<file path="src/verilog/rvm_pkg.sv">
/*
 Constants for the regulator output voltage monitor: scheduler timing,
 channel to regulator mapping, mode codes and reset values.
 Assumes a 10 MHz core clock feeding the monitor.
*/
package rvm_pkg;
	// ==========================================================
	// Timing
	localparam int CLK_MHZ = 10;
	localparam int SLOT_US = 100;
	localparam int SLOT_CYC = SLOT_US * CLK_MHZ;
	localparam int SLOTS = 10;
	localparam int HS_PERIOD_MS = 1;
	localparam int ECO_PERIOD_MS = 10;
	localparam int ECO_RATIO = ECO_PERIOD_MS / HS_PERIOD_MS;
	localparam int RST_HOLD_MS = 1;
	localparam int RST_HOLD_CYC = RST_HOLD_MS * 1000 * CLK_MHZ;
	localparam int RST_CNT_W = 16;
	// ==========================================================
	// Slots and channels
	localparam logic [3:0] SLOT_A8 = 4'h1;
	localparam logic [3:0] SLOT_A9 = 4'h4;
	localparam logic [3:0] SLOT_A10 = 4'h7;
	localparam logic [3:0] SLOT_LAST = 4'h9;
	localparam logic [3:0] MUX_A8 = 4'h8;
	localparam int NRAIL = 11;
	localparam int NCH = 3;
	// Rails 0-4: core1, core2, pro, ldo3, ldo11; 5-7: io, mem, peri; 8-10: ldo7-9
	localparam int CH_BASE [NCH] = '{0, 5, 8};
	localparam int CH_SIZE [NCH] = '{5, 3, 3};
	// ==========================================================
	// Window and reset values
	localparam int MARGIN_SHIFT = 3;
	localparam logic [7:0] RES_RST = 8'h00;
	localparam logic [2:0] IDX_RST = 3'h0;
	localparam logic [7:0] BLANK_RST = 8'h00;
	typedef enum logic [1:0] {RVM_OFF, RVM_SUPERVISE, RVM_MEAS_ONLY, RVM_BURST} rvm_mode_t;
endpackage

</file>
<file path="src/verilog/rvm_regulator_monitor.sv">
/*
 Regulator output voltage monitor: slot scheduler, per-channel round robin,
 window check, event, shutdown, reset and power-good outputs, manual result.
 Assumes an external converter answering adc_start with one adc_done pulse
 within the same slot, and a power manager acting on rail_shutdown.
*/
`timescale 1ns/1ns
// Functional notes
// - Supervision mode disables a monitored rail found outside its window, except when masked with reset selected.
// - Each rail has its own watch enable; rails grouped on channels A8, A9, A10.
// - Enabled watched rails measured every 1 ms, or 10 ms in economy mode.
// - Upper and lower thresholds follow the rail's current nominal target.
// - Out of range stores result, rail index, and sets the window event.
// - Comparisons blanked after switch-on, while slewing, and after retargeting.
// - With debounce, two consecutive hits on the same threshold are needed.
// - Several rails on one channel are measured in turn, lengthening each period.
// - Monitoring continues after an event; fields hold the latest failure.
// - Clearing the event resets the index fields.
// - Masked interrupt: reset-select picks shutdown or reset output.
// - Reset output held at least 1 ms and until rail back in range.
// - Power-good only while all watched rails in range; disabled rail blocks it.
// - Measurement-only mode sets the event on every A8-A10 result.
// - Burst mode sets the event when the A10 slot ends.
// - Measurement modes do no comparison and no shutdown.
// - Unmasked pending event in measurement modes pauses A8-A10 and keeps results.
// - Manual conversion delivers 10 bits split into low and high results.
// - Scheduler cycles through ten 100 us slots; A8, A9, A10 own a slot each.
// - Automatic results keep only the eight MSBs.
module rvm_regulator_monitor #(
	parameter int RST_HOLD_CYC = rvm_pkg::RST_HOLD_CYC
) (
	input wire logic ref_clk, // Core clock
	input wire logic sys_rst, // Async reset
	input wire logic clk_en, // Freezes all state when low
	input wire logic [1:0] regmon_mode_select, // Off, supervise, meas-only, burst
	input wire logic eco_mode, // Economy: one sequence in ten
	input wire logic [10:0] rail_on, // Rail enabled by power manager
	input wire logic [10:0] rail_watch_en, // Bit 0 core_buck1_watch_en, 4 linear11_watch_en
	input wire logic [10:0][7:0] rail_nominal, // Nominal target, result scale
	input wire logic [10:0] rail_slewing, // Rail voltage slewing
	input wire logic [10:0] rail_retarget, // Active voltage written or A/B swapped
	input wire logic [7:0] window_blank_delay, // Blanking, in sequences
	input wire logic window_debounce_sel, // Two-hit debounce
	input wire logic rail_window_irq_mask, // Interrupt mask
	input wire logic fail_reset_select, // Masked: 1 reset, 0 shutdown
	input wire logic fb2_good_sel, // Route power-good to pin while interrupt masked
	input wire logic event_clear, // Host clear pulse
	input wire logic man_req, // Manual conversion request pulse
	input wire logic [3:0] man_chan, // Manual mux channel
	input wire logic adc_done, // Conversion done pulse
	input wire logic [9:0] adc_data, // Conversion data
	output logic adc_start, // Conversion start pulse
	output logic [3:0] adc_chan, // Mux channel
	output logic [3:0] adc_rail, // Rail connected to channel
	output logic rail_window_event, // Sticky event
	output logic irq_out_n, // Interrupt, low active
	output logic [10:0] rail_shutdown, // Shutdown pulses
	output logic system_reset_out_n, // Reset, low active
	output logic rails_good_flag, // All watched rails in range
	output logic feedback_pin_two, // Pin carrying power-good
	output logic [7:0] chan8_watch_result, // A8 result
	output logic [7:0] chan9_watch_result, // A9 result
	output logic [7:0] chan10_watch_result, // A10 result
	output logic [2:0] chan8_fail_index, // A8 rail index plus one
	output logic [2:0] chan9_fail_index, // A9 rail index plus one
	output logic [2:0] chan10_fail_index, // A10 rail index plus one
	output logic [1:0] conv_result_low, // Manual LSBs
	output logic [7:0] conv_result_high, // Manual MSBs
	output logic conv_ready // Manual result pulse
);
	// ==========================================================
	// Round robin pick: {found, local index} of next eligible after p
	function automatic logic [3:0] rvm_pick(input logic [4:0] m, input logic [2:0] p,
		input int n);
		logic [3:0] r;
		logic [2:0] j;
		r = 4'h0;
		for (int i = 5; i >= 1; i--) begin
			j = 3'((int'(p) + i) % n);
			if (i <= n && m[j])
				r = {1'b1, j};
		end
		return r;
	endfunction

	// ==========================================================
	// State
	rvm_pkg::rvm_mode_t mode;
	logic [9:0] slot_cyc, next_slot_cyc;
	logic [3:0] slot, next_slot, seq, next_seq;
	logic busy, next_busy, busy_auto, next_busy_auto, man_pend, next_man_pend;
	logic [1:0] busy_ch, next_busy_ch;
	logic [2:0] busy_loc, next_busy_loc;
	logic [2:0][2:0] ptr, next_ptr, idx, next_idx;
	logic [2:0][7:0] res, next_res;
	logic next_event, next_adc_start, next_conv_ready, next_good, next_fb2;
	logic [3:0] next_adc_chan, next_adc_rail;
	logic [10:0] prev_hi, next_prev_hi, prev_lo, next_prev_lo, oor, next_oor;
	logic [10:0] next_shut, rail_on_q, blanked;
	logic [rvm_pkg::RST_CNT_W-1:0] rst_cnt, next_rst_cnt;
	logic rst_hold, next_rst_hold;
	logic [1:0] next_man_lo;
	logic [7:0] next_man_hi;
	logic slot_end, slot_start, active, base_tick, meas_mode, paused, ev_set, fail;
	logic [10:0] elig;

	assign mode = rvm_pkg::rvm_mode_t'(regmon_mode_select);
	assign slot_end = slot_cyc == 10'(rvm_pkg::SLOT_CYC - 1);
	assign slot_start = slot_cyc == 10'h000;
	assign active = !eco_mode || seq == 4'h0;
	assign base_tick = slot_end && slot == rvm_pkg::SLOT_LAST && active;
	assign meas_mode = mode == rvm_pkg::RVM_MEAS_ONLY || mode == rvm_pkg::RVM_BURST;
	assign paused = meas_mode && rail_window_event && !rail_window_irq_mask;
	assign elig = rail_watch_en & rail_on;
	assign irq_out_n = !(rail_window_event && !rail_window_irq_mask);
	assign system_reset_out_n = !rst_hold;
	assign {chan10_watch_result, chan9_watch_result, chan8_watch_result} = res;
	assign {chan10_fail_index, chan9_fail_index, chan8_fail_index} = idx;

	// ==========================================================
	// Blanking, one counter per rail, counted in sequences
	for (genvar r = 0; r < rvm_pkg::NRAIL; r++) begin : g_blank
		logic [7:0] cnt, next_cnt;
		always_comb begin
			next_cnt = cnt;
			if ((rail_on[r] && !rail_on_q[r]) || rail_slewing[r] || rail_retarget[r])
				next_cnt = window_blank_delay;
			else if (base_tick && cnt != 8'h00)
				next_cnt = cnt - 8'h01;
		end
		always_ff @(posedge ref_clk or posedge sys_rst) begin
			if (sys_rst)
				cnt <= rvm_pkg::BLANK_RST;
			else if (clk_en)
				cnt <= next_cnt;
		end
		assign blanked[r] = cnt != 8'h00;
	end

	// ==========================================================
	// Scheduler, checks and responses
	always_comb begin
		logic [1:0] ch;
		logic [3:0] pk, g;
		logic [7:0] v, nom;
		logic [8:0] up, lo_th;
		logic hi, lo, auto_slot, man_slot, meas_done;
		ch = 2'd0;
		pk = 4'h0;
		g = adc_rail;
		v = adc_data[9:2];
		nom = rail_nominal[g];
		up = {1'b0, nom} + 9'(nom >> rvm_pkg::MARGIN_SHIFT);
		lo_th = {1'b0, nom} - 9'(nom >> rvm_pkg::MARGIN_SHIFT);
		hi = {1'b0, v} > up;
		lo = {1'b0, v} < lo_th;
		meas_done = 1'b0;
		fail = 1'b0;
		ev_set = 1'b0;
		auto_slot = 1'b1;
		man_slot = 1'b0;
		next_slot_cyc = slot_end ? 10'h000 : slot_cyc + 10'h001;
		next_slot = slot;
		next_seq = seq;
		if (slot_end) begin
			next_slot = slot == rvm_pkg::SLOT_LAST ? 4'h0 : slot + 4'h1;
			if (slot == rvm_pkg::SLOT_LAST)
				next_seq = seq == 4'(rvm_pkg::ECO_RATIO - 1) ? 4'h0 : seq + 4'h1;
		end
		case (slot)
			rvm_pkg::SLOT_A8: ch = 2'd0;
			rvm_pkg::SLOT_A9: ch = 2'd1;
			rvm_pkg::SLOT_A10: ch = 2'd2;
			4'h2, 4'h5, 4'h8: begin
				auto_slot = 1'b0;
				man_slot = 1'b1;
			end
			default: auto_slot = 1'b0;
		endcase
		pk = rvm_pick(5'(elig >> rvm_pkg::CH_BASE[ch]) & 5'((1 << rvm_pkg::CH_SIZE[ch]) - 1),
			ptr[ch], rvm_pkg::CH_SIZE[ch]);
		next_busy = busy;
		next_busy_auto = busy_auto;
		next_busy_ch = busy_ch;
		next_busy_loc = busy_loc;
		next_ptr = ptr;
		next_adc_start = 1'b0;
		next_adc_chan = adc_chan;
		next_adc_rail = adc_rail;
		next_man_pend = man_req || man_pend;
		if (slot_start && !busy) begin
			if (auto_slot && active && !paused && mode != rvm_pkg::RVM_OFF && pk[3]) begin
				next_adc_start = 1'b1;
				next_adc_chan = rvm_pkg::MUX_A8 + 4'(ch);
				next_adc_rail = 4'(rvm_pkg::CH_BASE[ch]) + {1'b0, pk[2:0]};
				next_busy = 1'b1;
				next_busy_auto = 1'b1;
				next_busy_ch = ch;
				next_busy_loc = pk[2:0];
				next_ptr[ch] = pk[2:0];
			end else if (man_slot && man_pend) begin
				next_adc_start = 1'b1;
				next_adc_chan = man_chan;
				next_busy = 1'b1;
				next_busy_auto = 1'b0;
				next_man_pend = man_req;
			end
		end
		next_res = res;
		next_idx = idx;
		next_prev_hi = prev_hi;
		next_prev_lo = prev_lo;
		next_oor = oor & rail_watch_en;
		next_shut = 11'h000;
		next_man_lo = conv_result_low;
		next_man_hi = conv_result_high;
		next_conv_ready = 1'b0;
		if (event_clear)
			next_idx = '0;
		if (busy && adc_done) begin
			next_busy = 1'b0;
			if (!busy_auto) begin
				{next_man_hi, next_man_lo} = adc_data;
				next_conv_ready = 1'b1;
			end else if (meas_mode) begin
				next_res[busy_ch] = v;
				next_idx[busy_ch] = busy_loc + 3'h1;
				meas_done = 1'b1;
			end else if (mode == rvm_pkg::RVM_SUPERVISE && !blanked[g]) begin
				next_prev_hi[g] = hi;
				next_prev_lo[g] = lo;
				next_oor[g] = hi || lo;
				fail = (hi && (!window_debounce_sel || prev_hi[g]))
					|| (lo && (!window_debounce_sel || prev_lo[g]));
				if (fail) begin
					next_res[busy_ch] = v;
					next_idx[busy_ch] = busy_loc + 3'h1;
					if (!rail_window_irq_mask || !fail_reset_select)
						next_shut[g] = 1'b1;
				end
			end
		end
		ev_set = fail || (mode == rvm_pkg::RVM_MEAS_ONLY && meas_done)
			|| (mode == rvm_pkg::RVM_BURST && slot == rvm_pkg::SLOT_A10 && slot_end
			&& active);
		next_event = ev_set || (rail_window_event && !event_clear);
		if (fail && rail_window_irq_mask && fail_reset_select) begin
			next_rst_cnt = RST_HOLD_CYC[rvm_pkg::RST_CNT_W-1:0];
			next_rst_hold = 1'b1;
		end else begin
			next_rst_cnt = rst_cnt != '0 ? rst_cnt - 1'b1 : rst_cnt;
			next_rst_hold = rst_hold && (rst_cnt != '0 || |(oor & elig));
		end
		next_good = mode == rvm_pkg::RVM_SUPERVISE && (rail_watch_en & ~rail_on) == 11'h000
			&& (next_oor & rail_watch_en) == 11'h000;
		next_fb2 = next_good && rail_window_irq_mask && fb2_good_sel;
	end

	always_ff @(posedge ref_clk or posedge sys_rst) begin
		if (sys_rst) begin
			slot_cyc <= 10'h000;
			slot <= 4'h0;
			seq <= 4'h0;
			busy <= 1'b0;
			busy_auto <= 1'b0;
			busy_ch <= 2'h0;
			busy_loc <= 3'h0;
			ptr <= '0;
			man_pend <= 1'b0;
			adc_start <= 1'b0;
			adc_chan <= 4'h0;
			adc_rail <= 4'h0;
			res <= {3{rvm_pkg::RES_RST}};
			idx <= {3{rvm_pkg::IDX_RST}};
			prev_hi <= 11'h000;
			prev_lo <= 11'h000;
			oor <= 11'h000;
			rail_on_q <= 11'h000;
			rail_shutdown <= 11'h000;
			rail_window_event <= 1'b0;
			rst_cnt <= '0;
			rst_hold <= 1'b0;
			rails_good_flag <= 1'b0;
			feedback_pin_two <= 1'b0;
			conv_result_low <= 2'h0;
			conv_result_high <= 8'h00;
			conv_ready <= 1'b0;
		end else if (clk_en) begin
			slot_cyc <= next_slot_cyc;
			slot <= next_slot;
			seq <= next_seq;
			busy <= next_busy;
			busy_auto <= next_busy_auto;
			busy_ch <= next_busy_ch;
			busy_loc <= next_busy_loc;
			ptr <= next_ptr;
			man_pend <= next_man_pend;
			adc_start <= next_adc_start;
			adc_chan <= next_adc_chan;
			adc_rail <= next_adc_rail;
			res <= next_res;
			idx <= next_idx;
			prev_hi <= next_prev_hi;
			prev_lo <= next_prev_lo;
			oor <= next_oor;
			rail_on_q <= rail_on;
			rail_shutdown <= next_shut;
			rail_window_event <= next_event;
			rst_cnt <= next_rst_cnt;
			rst_hold <= next_rst_hold;
			rails_good_flag <= next_good;
			feedback_pin_two <= next_fb2;
			conv_result_low <= next_man_lo;
			conv_result_high <= next_man_hi;
			conv_ready <= next_conv_ready;
		end
	end
endmodule
</file>
<file path="config.mk">
export PLATFORM = sky130hd
export DESIGN_NAME = rvm_regulator_monitor
export DESIGN_NICKNAME = d
export VERILOG_FILES = /design/src/verilog/rvm_pkg.sv /design/src/verilog/rvm_regulator_monitor.sv
export SDC_FILE = /design/constraint.sdc
export NUM_CORES = 1
export LEC_CHECK = 0
export ABC_AREA = 0
export BUFFER_PORTS_ARGS = -buffer_cell sky130_fd_sc_hd__buf_4
export CORE_MARGIN = 3
export CORE_UTILIZATION = 30
export DETAILED_ROUTE_END_ITERATION = 16
export GPL_ROUTABILITY_DRIVEN = 0
export RECOVER_POWER = 50
export SYNTH_ARGS = -nofsm -noshare
export SYNTH_HDL_FRONTEND = slang
export SYNTH_SLANG_ARGS = --single-unit
</file>
<file path="constraint.sdc">
create_clock -name ref_clk -period 18.7 [get_ports ref_clk]
set_input_delay 3.74 -clock ref_clk [delete_from_list [all_inputs] [get_ports ref_clk]]
set_output_delay 3.74 -clock ref_clk [all_outputs]
set_load 0.01 [all_outputs]
</file>
# == After elaboration in Yosys (flattened, before gate mapping) ==
# Index checks and enable logic that the tools add are counted.
# word_totals
register_bits,251
in_bits,167
out_inout_bits,69
# op_classes
n_addsub,26
div_mod_pow,5
order_cmp,19
n_eq_ne,12
shift,2
n_mux,118
bitwise,10
reduce_logical,169
# ops
operator,n
two-way mux 8 bit,24
remainder unit 32 x 32 -> 32 bit,5
binary-select mux 32 bit (select 2 bit),2
two-way mux 32 bit,4
two-way mux 11 bit,10
nonzero test 8 bit,11
subtractor 8 x 1 -> 8 bit (second input constant),11
two-way mux 24 bit,3
<= comparator 3 x 32 -> 1 bit (first input constant),2
<= comparator 4 x 32 -> 1 bit (first input constant),2
logical AND 1 bit,57
AND 11 bit,5
two-way mux 9 bit,6
two-way mux 4 bit,9
logical OR 1 bit,34
nonzero test 2 bit,17
bitwise mux 11 bit,3
two-way mux 1 bit,33
binary-select mux 8 bit (select 4 bit),1
<= comparator 2 x 32 -> 1 bit (first input constant),1
two-way mux 16 bit,2
<< shifter 1 x 32 -> 5 bit (first input constant),1
>> shifter 11 x 32 -> 5 bit,1
AND reduction 2 bit,13
other kinds (52),104

# == Longest topological paths before layout ==
# Gate-level depths: netlist of run 1.
# depth
ltp_word,21
mapped_depth,42
depth_no_buf,38

# == Worst setup path after synthesis of run 1 ==
# OpenSTA, ideal clock, no wires.
# synth_timing
path_kind,register to register
from,register slot[3]
to,register adc_rail[1]
arrival_time_ns,8.718
required_ns,18.575
slack_ns,9.858
path_stages_with_launch,39
n_path_buf,3
period_less_slack_ns,8.842
path_cell_list,dfrtp_1 -> nor4b_4 -> inv_2 -> ha_1 -> buf_2 -> clkinv_1 -> a31oi_1 -> a21oi_2 -> ha_1 -> clkbuf_1 -> a21oi_1 -> ha_1 -> a21oi_1 -> ha_1 -> a21oi_1 -> ha_1 -> xor2_1 -> nand2_1 -> [... 3 more ...] -> o21a_1 -> a2111oi_2 -> mux2i_1 -> ha_1 -> a21o_1 -> a211oi_1 -> a21bo_2 -> or3_1 -> clkbuf_1 -> a221o_1 -> a21oi_1 -> o221ai_1 -> a211o_1 -> o211a_1 -> o21ai_1 -> ha_1 -> ha_1 -> mux2_2
# synth_via
elab_chain_cells,19
# synth_lines
item,line,rtl
from (decl),rvm_regulator_monitor.sv:90,"logic [3:0] slot, next_slot, seq, next_seq;"
from (signal assigned),rvm_regulator_monitor.sv:290,slot <= next_slot;
branches (longest 19 deep; another with remainder unit 32 x 32 -> 32 bit),n/a,
to (signal assigned),rvm_regulator_monitor.sv:300,adc_rail <= next_adc_rail;
to (decl),rvm_regulator_monitor.sv:54,"output logic [3:0] adc_rail,"
# Several ways; the timed one is not identified. The select of a mux whose other input is x is not followed.
# A chain may end at the register's enable or synchronous reset.

# == Final worst setup path of run 1 ==
# layout_timing
from,register slot[0]
to,register adc_rail[1]
# Same word-level chain as after synthesis.

==> impl_results.md, run 1 <==
* Area grow syn2layout at 17.8%
* Fmax at approximately 93 MHz
* Warnings, synthesis at 0
* Required time of the critical path at roughly 19,000 ps
* First-pass GRT wire length at just over 90 mm
* Power after layout at around 1.5 mW
* Flops & latches, synth at approximately 250
* Share of cells above drive strength 1 at 16.5%
* Post-DP HPWL at 44.4 mm
* GR Util All Layers at between 15 and 20%
* CTS tree: yes
* Mapped Area at about 18,000 µm²
* H-tree levels at 1
* Post-synth EDFFs at 0
* Slew Viols, Final at about 180
* Max-cap viol count at 3
* Largest net degree at the start of global routing at approximately 160
* Max Root-Sink Buffers at 3
* Dominant synthesized flop cell: dfrtp_1
* RSZ-0062 raised after global routing: false
* Die Area at 64,100 µm²
* Row Count at 89
* Hold crit path type: reg2reg
* Min Tclk post-route at between 10,000 and 15,000 ps
* Worst path max stage delay at just under 800 ps
* Outcome: finished with violations
* Routed length per placed instance at 19.4 µm
* Number of distinct library cells after synthesis at 98
* Pre-CTS setup slack at roughly 8200 ps
* DRC at 0
* Most used cell, CP: ha_1
* IO buf count at 235
* Period utilization at around 57%
* Starting Density at 30.7%
* Clock root buffer: clkbuf_16
* Finish-stage setup viols at 0
* LEAKAGE at 9.56 nW
* Clk Latency, worst-skew pair at just under 600 ps
* CP max FO at 17
* Drt first pass iters at 5
* Failing checks: capacitance limit, slew limit
* PostCTS Resize Cnt at 0
* Async set or reset register ratio after synthesis at 100%
* Via Count at 16,869
* Chip width at about 250 µm
* Setup crit start kind: flip-flop
* Final hold violation count at 0
* Setup TNS at 0 ps
* Die height at ~250 µm
* Wirelength, routed at about 60 mm
* Slowest CP cell: clkinv_1
* Skew final at 26.7 ps
* Post-synthesis sequential area ratio at 34.3%
* Synth Instances at about 2,100
* Syn_area_per_cell at 8.72 µm²
* Vias in the first global route at 16,364
* Total grt overflow at 0
* Measured slew at the worst slew-check pin at roughly 4100 ps
* Setup Crit Path Kind: reg2reg
* Setup slack after layout at 8000 ps
* CP arrival at approximately 11,000 ps
* Core area at slightly below 60,000 µm²
* Relative slew slack at -176%
* Post-CTS Setup Bufs at 0
* I/O pin total at between 200 and 250
* Max IR drop VDD at between 0.05 and 0.06 mV
* Cell area power density at 69.3 nW/µm²
* Number of routed nets with antenna violations at 0
* Critical path capture point type: flip-flop
* Sink Count at 251
* DR iter-0 viols at 1,320
* Initial antenna violation count at 4
* Cts hold-fix bufs at 0
* Layout Nets at ~2,600
* Vias/cell at roughly 5.5
* Num CTS Buffers at 29
* Worst-path clk slew at about 60 ps
-- placed cells by master (no fill, tap or decap), types with 46 or more instances in the layout --
cell type and n:
nand2_1 188, ha_1 109, buf_4 194, inv_1 123, nor3_1 87, a21oi_1 151, dfrtp_1 249, clkbuf_1 63
nand3_1 46, o21ai_0 165, mux2i_1 52, nor2_1 197, mux2_2 75
-- through the flow --
step,hold slack (ps),instance area (µm²),utilization [%],instances
3_3_place_gp,471,20800,34.9,3034
6_report,489,21600,36.2,3090
2_1_floorplan,448,18300,-,2105
4_1_cts,494,21800,36.6,3088
5_1_grt,509,21600,36.2,3088
3_5_place_dp,475,20800,34.9,3034
-- routing by layer --
layer  global-route usage (%)  vias to the layer above  routed length (µm)
met4                     4.70                        0                1300
met1                     24.4                     8269               27000
met2                     30.3                      519               28200
met5                        0                        -                   0
li1                         -                     7999                   -
met3                     2.66                       82                3400
-- worst paths after layout --
kind	start	endpoint	slack (ps)	depth (start not counted)
worst max-delay path	slot[0]	adc_rail[1]	8000	36
worst min-delay path	oor[6]	oor[6]	490	2
worst max register to register	slot[0]	adc_rail[1]	8000	36
worst min register to register	oor[6]	oor[6]	490	2
max in group asynchronous	sys_rst	g_blank[8].cnt[0]	12130	3
min in group asynchronous	sys_rst	chan10_watch_result[4]	4410	2
-- logic make-up (layout without fill, tap and decap cells) --
kind of cell,Yosys count,count (layout),share of synthesized area [%]
simple gates,711,711,19.0
buf+inv,228,438,4.84
mux,155,155,10.6
compound gates,586,586,20.4
other cells,1,5,0.0205
fa+ha+maj,116,116,8.20
xor+xnor,55,55,2.71
flops,251,251,34.3
-- cell type report --
type	count	area (µm²)
well taps	773	967
repair buffers	255	1710
diodes	2	5.00
fillers	6045	38100
inverters	129	485
clock buffers	38	810
multi-input cells	1626	11200
flip-flops and latches	251	6280
clock inverters	16	174
-- cells in the mapped netlist (all sizes together) (15+ instances only) --
library cell	number	area, µm²
xor2	17	149
nor2	200	763
o21a	24	180
mux2	81	927
dfrtp	251	6280
nor3b	23	173
mux2i	52	521
mux4	22	495
xnor2	37	324
nand4	17	106
a211oi	31	243
inv	128	480
a22oi	15	113
or3	17	106
o21ai	174	886
nand3	46	230
ha	109	1360
clkbuf	71	267
a21o	19	143
nor2b	23	144
nand2	188	706
a21oi	152	764
buf	28	138
nand2b	24	150
nor3	88	445
o22ai	42	263
a31oi	21	146
nor4	17	106
-- power by group --
group,internal [mW],switching [mW],leakage (nW),total [mW]
clock,0.346,0.240,0.481,0.586
sequential,0.597,0.0503,3.26,0.647
combinational,0.114,0.149,5.82,0.263
total,1.06,0.439,9.56,1.50
-- registers in the layout, summed over array words and instances, names as in the netlist, 4 cells and up --
name and cells:
slot 4, chan8_watch_result 8, chan10_watch_result 8, adc_chan 4, prev_hi 11, ptr 9
rail_on_q 11, slot_cyc 10, seq 4, adc_rail 4, rst_cnt 16, prev_lo 11
g_blank.cnt 88, chan9_watch_result 8, conv_result_high 8, oor 11, rail_shutdown 11
-- worst max-delay path, delay by kind of cell, from the launching register on --
family	cells	cell delay [ps]
multiplexers	2	700
buffers and inverters	4	1200
AO/OA/AOI/OAI	17	4380
AND/OR/NAND/NOR	3	640
XOR/XNOR	1	170
adder cells (fa/ha/maj)	9	2800
flip-flops	1	680
Note: power is estimated with default switching activity, not from simulation.
==> inputs of run 2 (changes only) <==
- ABC_AREA: 0 -> 1
- clock period: 18.7 -> 11.19 ns (I/O delays scaled with it)
==> impl_results.md, run 2 <==
* N_diodes at 0 (was 2)
* Yosys top cell area share at 34.5% (was 34.3%)
* Core area at 59,600 µm² (was 59,700 µm²)
* Syn_area_per_cell at 7.34 µm² (was 8.72 µm²)
* Max-cap viol count at 4 (was 3)
* Total grt overflow at 0 (unchanged)
* DR iter-0 viols at 1,315 (was 1,320)
* Cell taking the most area after synthesis: dfrtp_1 (unchanged)
* Slowest CP cell: ha_1 (was clkinv_1)
* Vias in the first global route at 16,405 (was 16,364)
* GR Util All Layers at 17.7% (was 18.1%)
* Fill cells at 6,280 (was 6,045)
* Largest net degree at the start of global routing at 158 (was 161)
* Most used cell, CP: nand2_1 (was ha_1)
* XOR/XNOR Fraction of Synth Area at 2.64% (was 2.71%)
* Min Tclk post-route at 9190 ps (was 10,700 ps)
* Starting Density at 30.6% (was 30.7%)
* Wirelength, routed at 58.4 mm (was 59.9 mm)
* Number of distinct library cells after synthesis at 73 (was 98)
* CP arrival at 9660 ps (was 11,160 ps)
* Dominant cells by area after synthesis: dfrtp_1 (34%), nand2_1 (11%), ha_1 (7.5%) (was dfrtp_1 (34%), ha_1 (7.4%), mux2_2 (4.6%))
* Initial antenna violation count at 1 (was 4)
* Cell area power density at 148 nW/µm² (was 69.3 nW/µm²)
* Relative slew slack at -186% (was -176%)
* Cell with the most instances after synthesis: nand2_1 (was dfrtp_1)
* Async set or reset register ratio after synthesis at 100% (unchanged)
* Drt first pass iters at 5 (unchanged)
* Post-synth EDFFs at 0 (unchanged)
* Die Area at 63,700 µm² (was 64,100 µm²)
* Power after layout at 3.20 mW (was 1.50 mW)
* Multi-input combinational cell area at 10,300 µm² (was 11,200 µm²)
* Mapped Area at 18,200 µm² (was 18,300 µm²)
* Chip width at 252 µm (was 253 µm)
* Setup crit start kind: flip-flop (unchanged)
* Warnings, synthesis at 0 (unchanged)
* Required time of the critical path at 11,670 ps (was 19,160 ps)
* IO buf count at 235 (unchanged)
* Measured slew at the worst slew-check pin at 4260 ps (was 4120 ps)
* Most common cell after layout, fill and taps aside: nand2_1 (was dfrtp_1)
* CTS tree: yes (unchanged)
* Most frequent cells in the layout: nand2_1 (534), inv_1 (312), dfrtp_1 (251) (was dfrtp_1 (249), nor2_1 (197), buf_4 (194))
* Utilization after layout at 36.4% (was 36.2%)
* Flops & latches, synth at 251 (unchanged)
* CP max FO at 19 (was 17)
* Top flop regs: g_blank.cnt (88), rst_cnt (16) (unchanged)
* Post-CTS Setup Bufs at 0 (unchanged)
* Synth Area in Simple Gates at 25.5% (was 19.0%)
* Outcome: finished with violations (unchanged)
* Skew final at 29.8 ps (was 26.7 ps)
* Sink Count at 251 (unchanged)
* Clock root buffer: clkbuf_16 (unchanged)
* Post-synth top cells: nand2_1 (534), inv_1 (314), dfrtp_1 (251) (was dfrtp_1 (251), nor2_1 (197), nand2_1 (188))
* Max Root-Sink Buffers at 3 (unchanged)
* Num CTS Buffers at 31 (was 29)
* Die height at 252 µm (was 253 µm)
* Setup TNS at 0 ps (unchanged)
* Reg with most FFs: g_blank.cnt (unchanged)
* Synth Area in Compound Gates at 20.0% (was 20.4%)
* Share of cells above drive strength 1 at 14.2% (was 16.5%)
* Slew Viols, Final at 346 (was 179)
* H-tree levels at 1 (unchanged)
* Layout Nets at 2,992 (was 2,575)
* Clk Latency, worst-skew pair at 600 ps (was 580 ps)
* Finish-stage setup viols at 0 (unchanged)
* Number of routed nets with antenna violations at 0 (unchanged)
* Cts hold-fix bufs at 0 (unchanged)
* Row Count at 89 (unchanged)
* DRC at 0 (unchanged)
* Max IR drop VDD at 0.117 mV (was 0.0544 mV)
* Via Count at 17,612 (was 16,869)
* Hold crit path type: reg2reg (unchanged)
* Final hold violation count at 0 (unchanged)
* Worst R2R Path Depth at 56 (was 36)
* Synth Instances at 2,482 (was 2,103)
* LEAKAGE at 10.3 nW (was 9.56 nW)
* Post-synthesis sequential area ratio at 34.5% (was 34.3%)
* Worst-path clk slew at 60 ps (about the same)
* Worst hold path cell count at 2 (unchanged)
* RSZ-0062 raised after global routing: false (unchanged)
* Routed length per placed instance at 16.7 µm (was 19.4 µm)
* Fmax at 109 MHz (was 93.5 MHz)
* Register area at 6280 µm² (about the same)
* Largest family of logic cells by synthesized area: simple AND/OR/NAND/NOR gates (was compound AO/OA/AOI/OAI gates)
* I/O pin total at 236 (unchanged)
* Dominant synthesized flop cell: dfrtp_1 (unchanged)
* First-pass GRT wire length at 91.0 mm (was 92.6 mm)
* PostCTS Resize Cnt at 0 (unchanged)
* Setup Crit Path Kind: reg2reg (unchanged)
* Vias/cell at 5.02 (was 5.46)
* Area grow syn2layout at 19.2% (was 17.8%)
* Post-DP HPWL at 43.5 mm (was 44.4 mm)
* Max FFs per register at 88 (unchanged)
* Failing checks: capacitance limit, slew limit (unchanged)
* Synth Area in Adders at 8.26% (was 8.20%)
* Critical path capture point type: flip-flop (unchanged)
* Period utilization at 82.1% (was 57.2%)
* Worst path max stage delay at 500 ps (was 780 ps)
* Portion of netlist area occupied by mux cells at 0.288% (was 10.6%)
[run 2: cell count changes after synthesis, moves of 24 or more]
cell	delta
a211oi_1	-28
nand3_1	+81
o21ai_0	+66
nand2_1	+346
inv_1	+190
mux2_2	-73
o211ai_1	+54
nand2b_1	-24
nor2_1	-35
clkbuf_1	-27
mux2i_1	-49
[run 2: where the power goes]
part           leakage (nW)  internal [mW]  switching [mW]  total (mW)
registers              3.21           1.02          0.0745        1.09
logic                  6.57          0.388           0.681        1.07
clock network         0.516          0.626           0.417        1.04
total                  10.3           2.03            1.17        3.20
[run 2: final timing paths]
kind	to	start	slack, ps
max reg2reg	adc_rail[3]	slot[1]	2000
max in group asynchronous	seq[3]	sys_rst	2970
max	adc_rail[3]	slot[1]	2000
min in group asynchronous	g_blank[2].cnt[2]	sys_rst	2890
min	oor[10]	oor[10]	480
min reg2reg	oor[10]	oor[10]	480
[run 2: per-layer routing]
layer / part of all wire (%) / global-route usage [%]
met1: 47 / 25.6
met2: 44 / 27.6
met5: 0 / 0
met4: 2.9 / 4.99
met3: 5.6 / 2.71
[run 2: critical path, delay by kind of cell (launching register included)]
kind                       cells  cell delay (ps)
DFF                            1              450
buffers and inverters          6              590
and+or+nand+nor               35             4450
AOI/OAI and AO/OA              7             1120
adders and majority gates      7             2340
muxes                          1              130
[run 2: per-stage QoR]
step	instances	hold slack (ps)	setup slack (ps)	instance area, µm²
floorplan	2484	436	2050	18200
global placement	3449	467	2300	20800
detailed placement	3449	466	2100	20800
CTS	3505	481	2070	21900
global route	3505	506	989	21700
finish	3505	483	2000	21700
[run 2: cell type report]
type	count	area share, %
Tap cell	773	4.46
Clock buffer	44	4.12
Multi-Input combinational cell	1818	47.6
Sequential cell	251	28.9
Clock inverter	12	0.767
Inverter	351	6.10
Timing Repair Buffer	256	8.06
[run 2: logic make-up (layout without fill, tap and decap cells)]
group | after synthesis | count (layout)
buffers and inverters | 415 | 663
AO/OA/AOI/OAI | 611 | 611
adder cells (fa/ha/maj) | 116 | 116
multiplexers | 5 | 5
flip-flops | 251 | 251
other | 1 | 3
AND/OR/NAND/NOR | 1029 | 1029
XOR/XNOR | 54 | 54
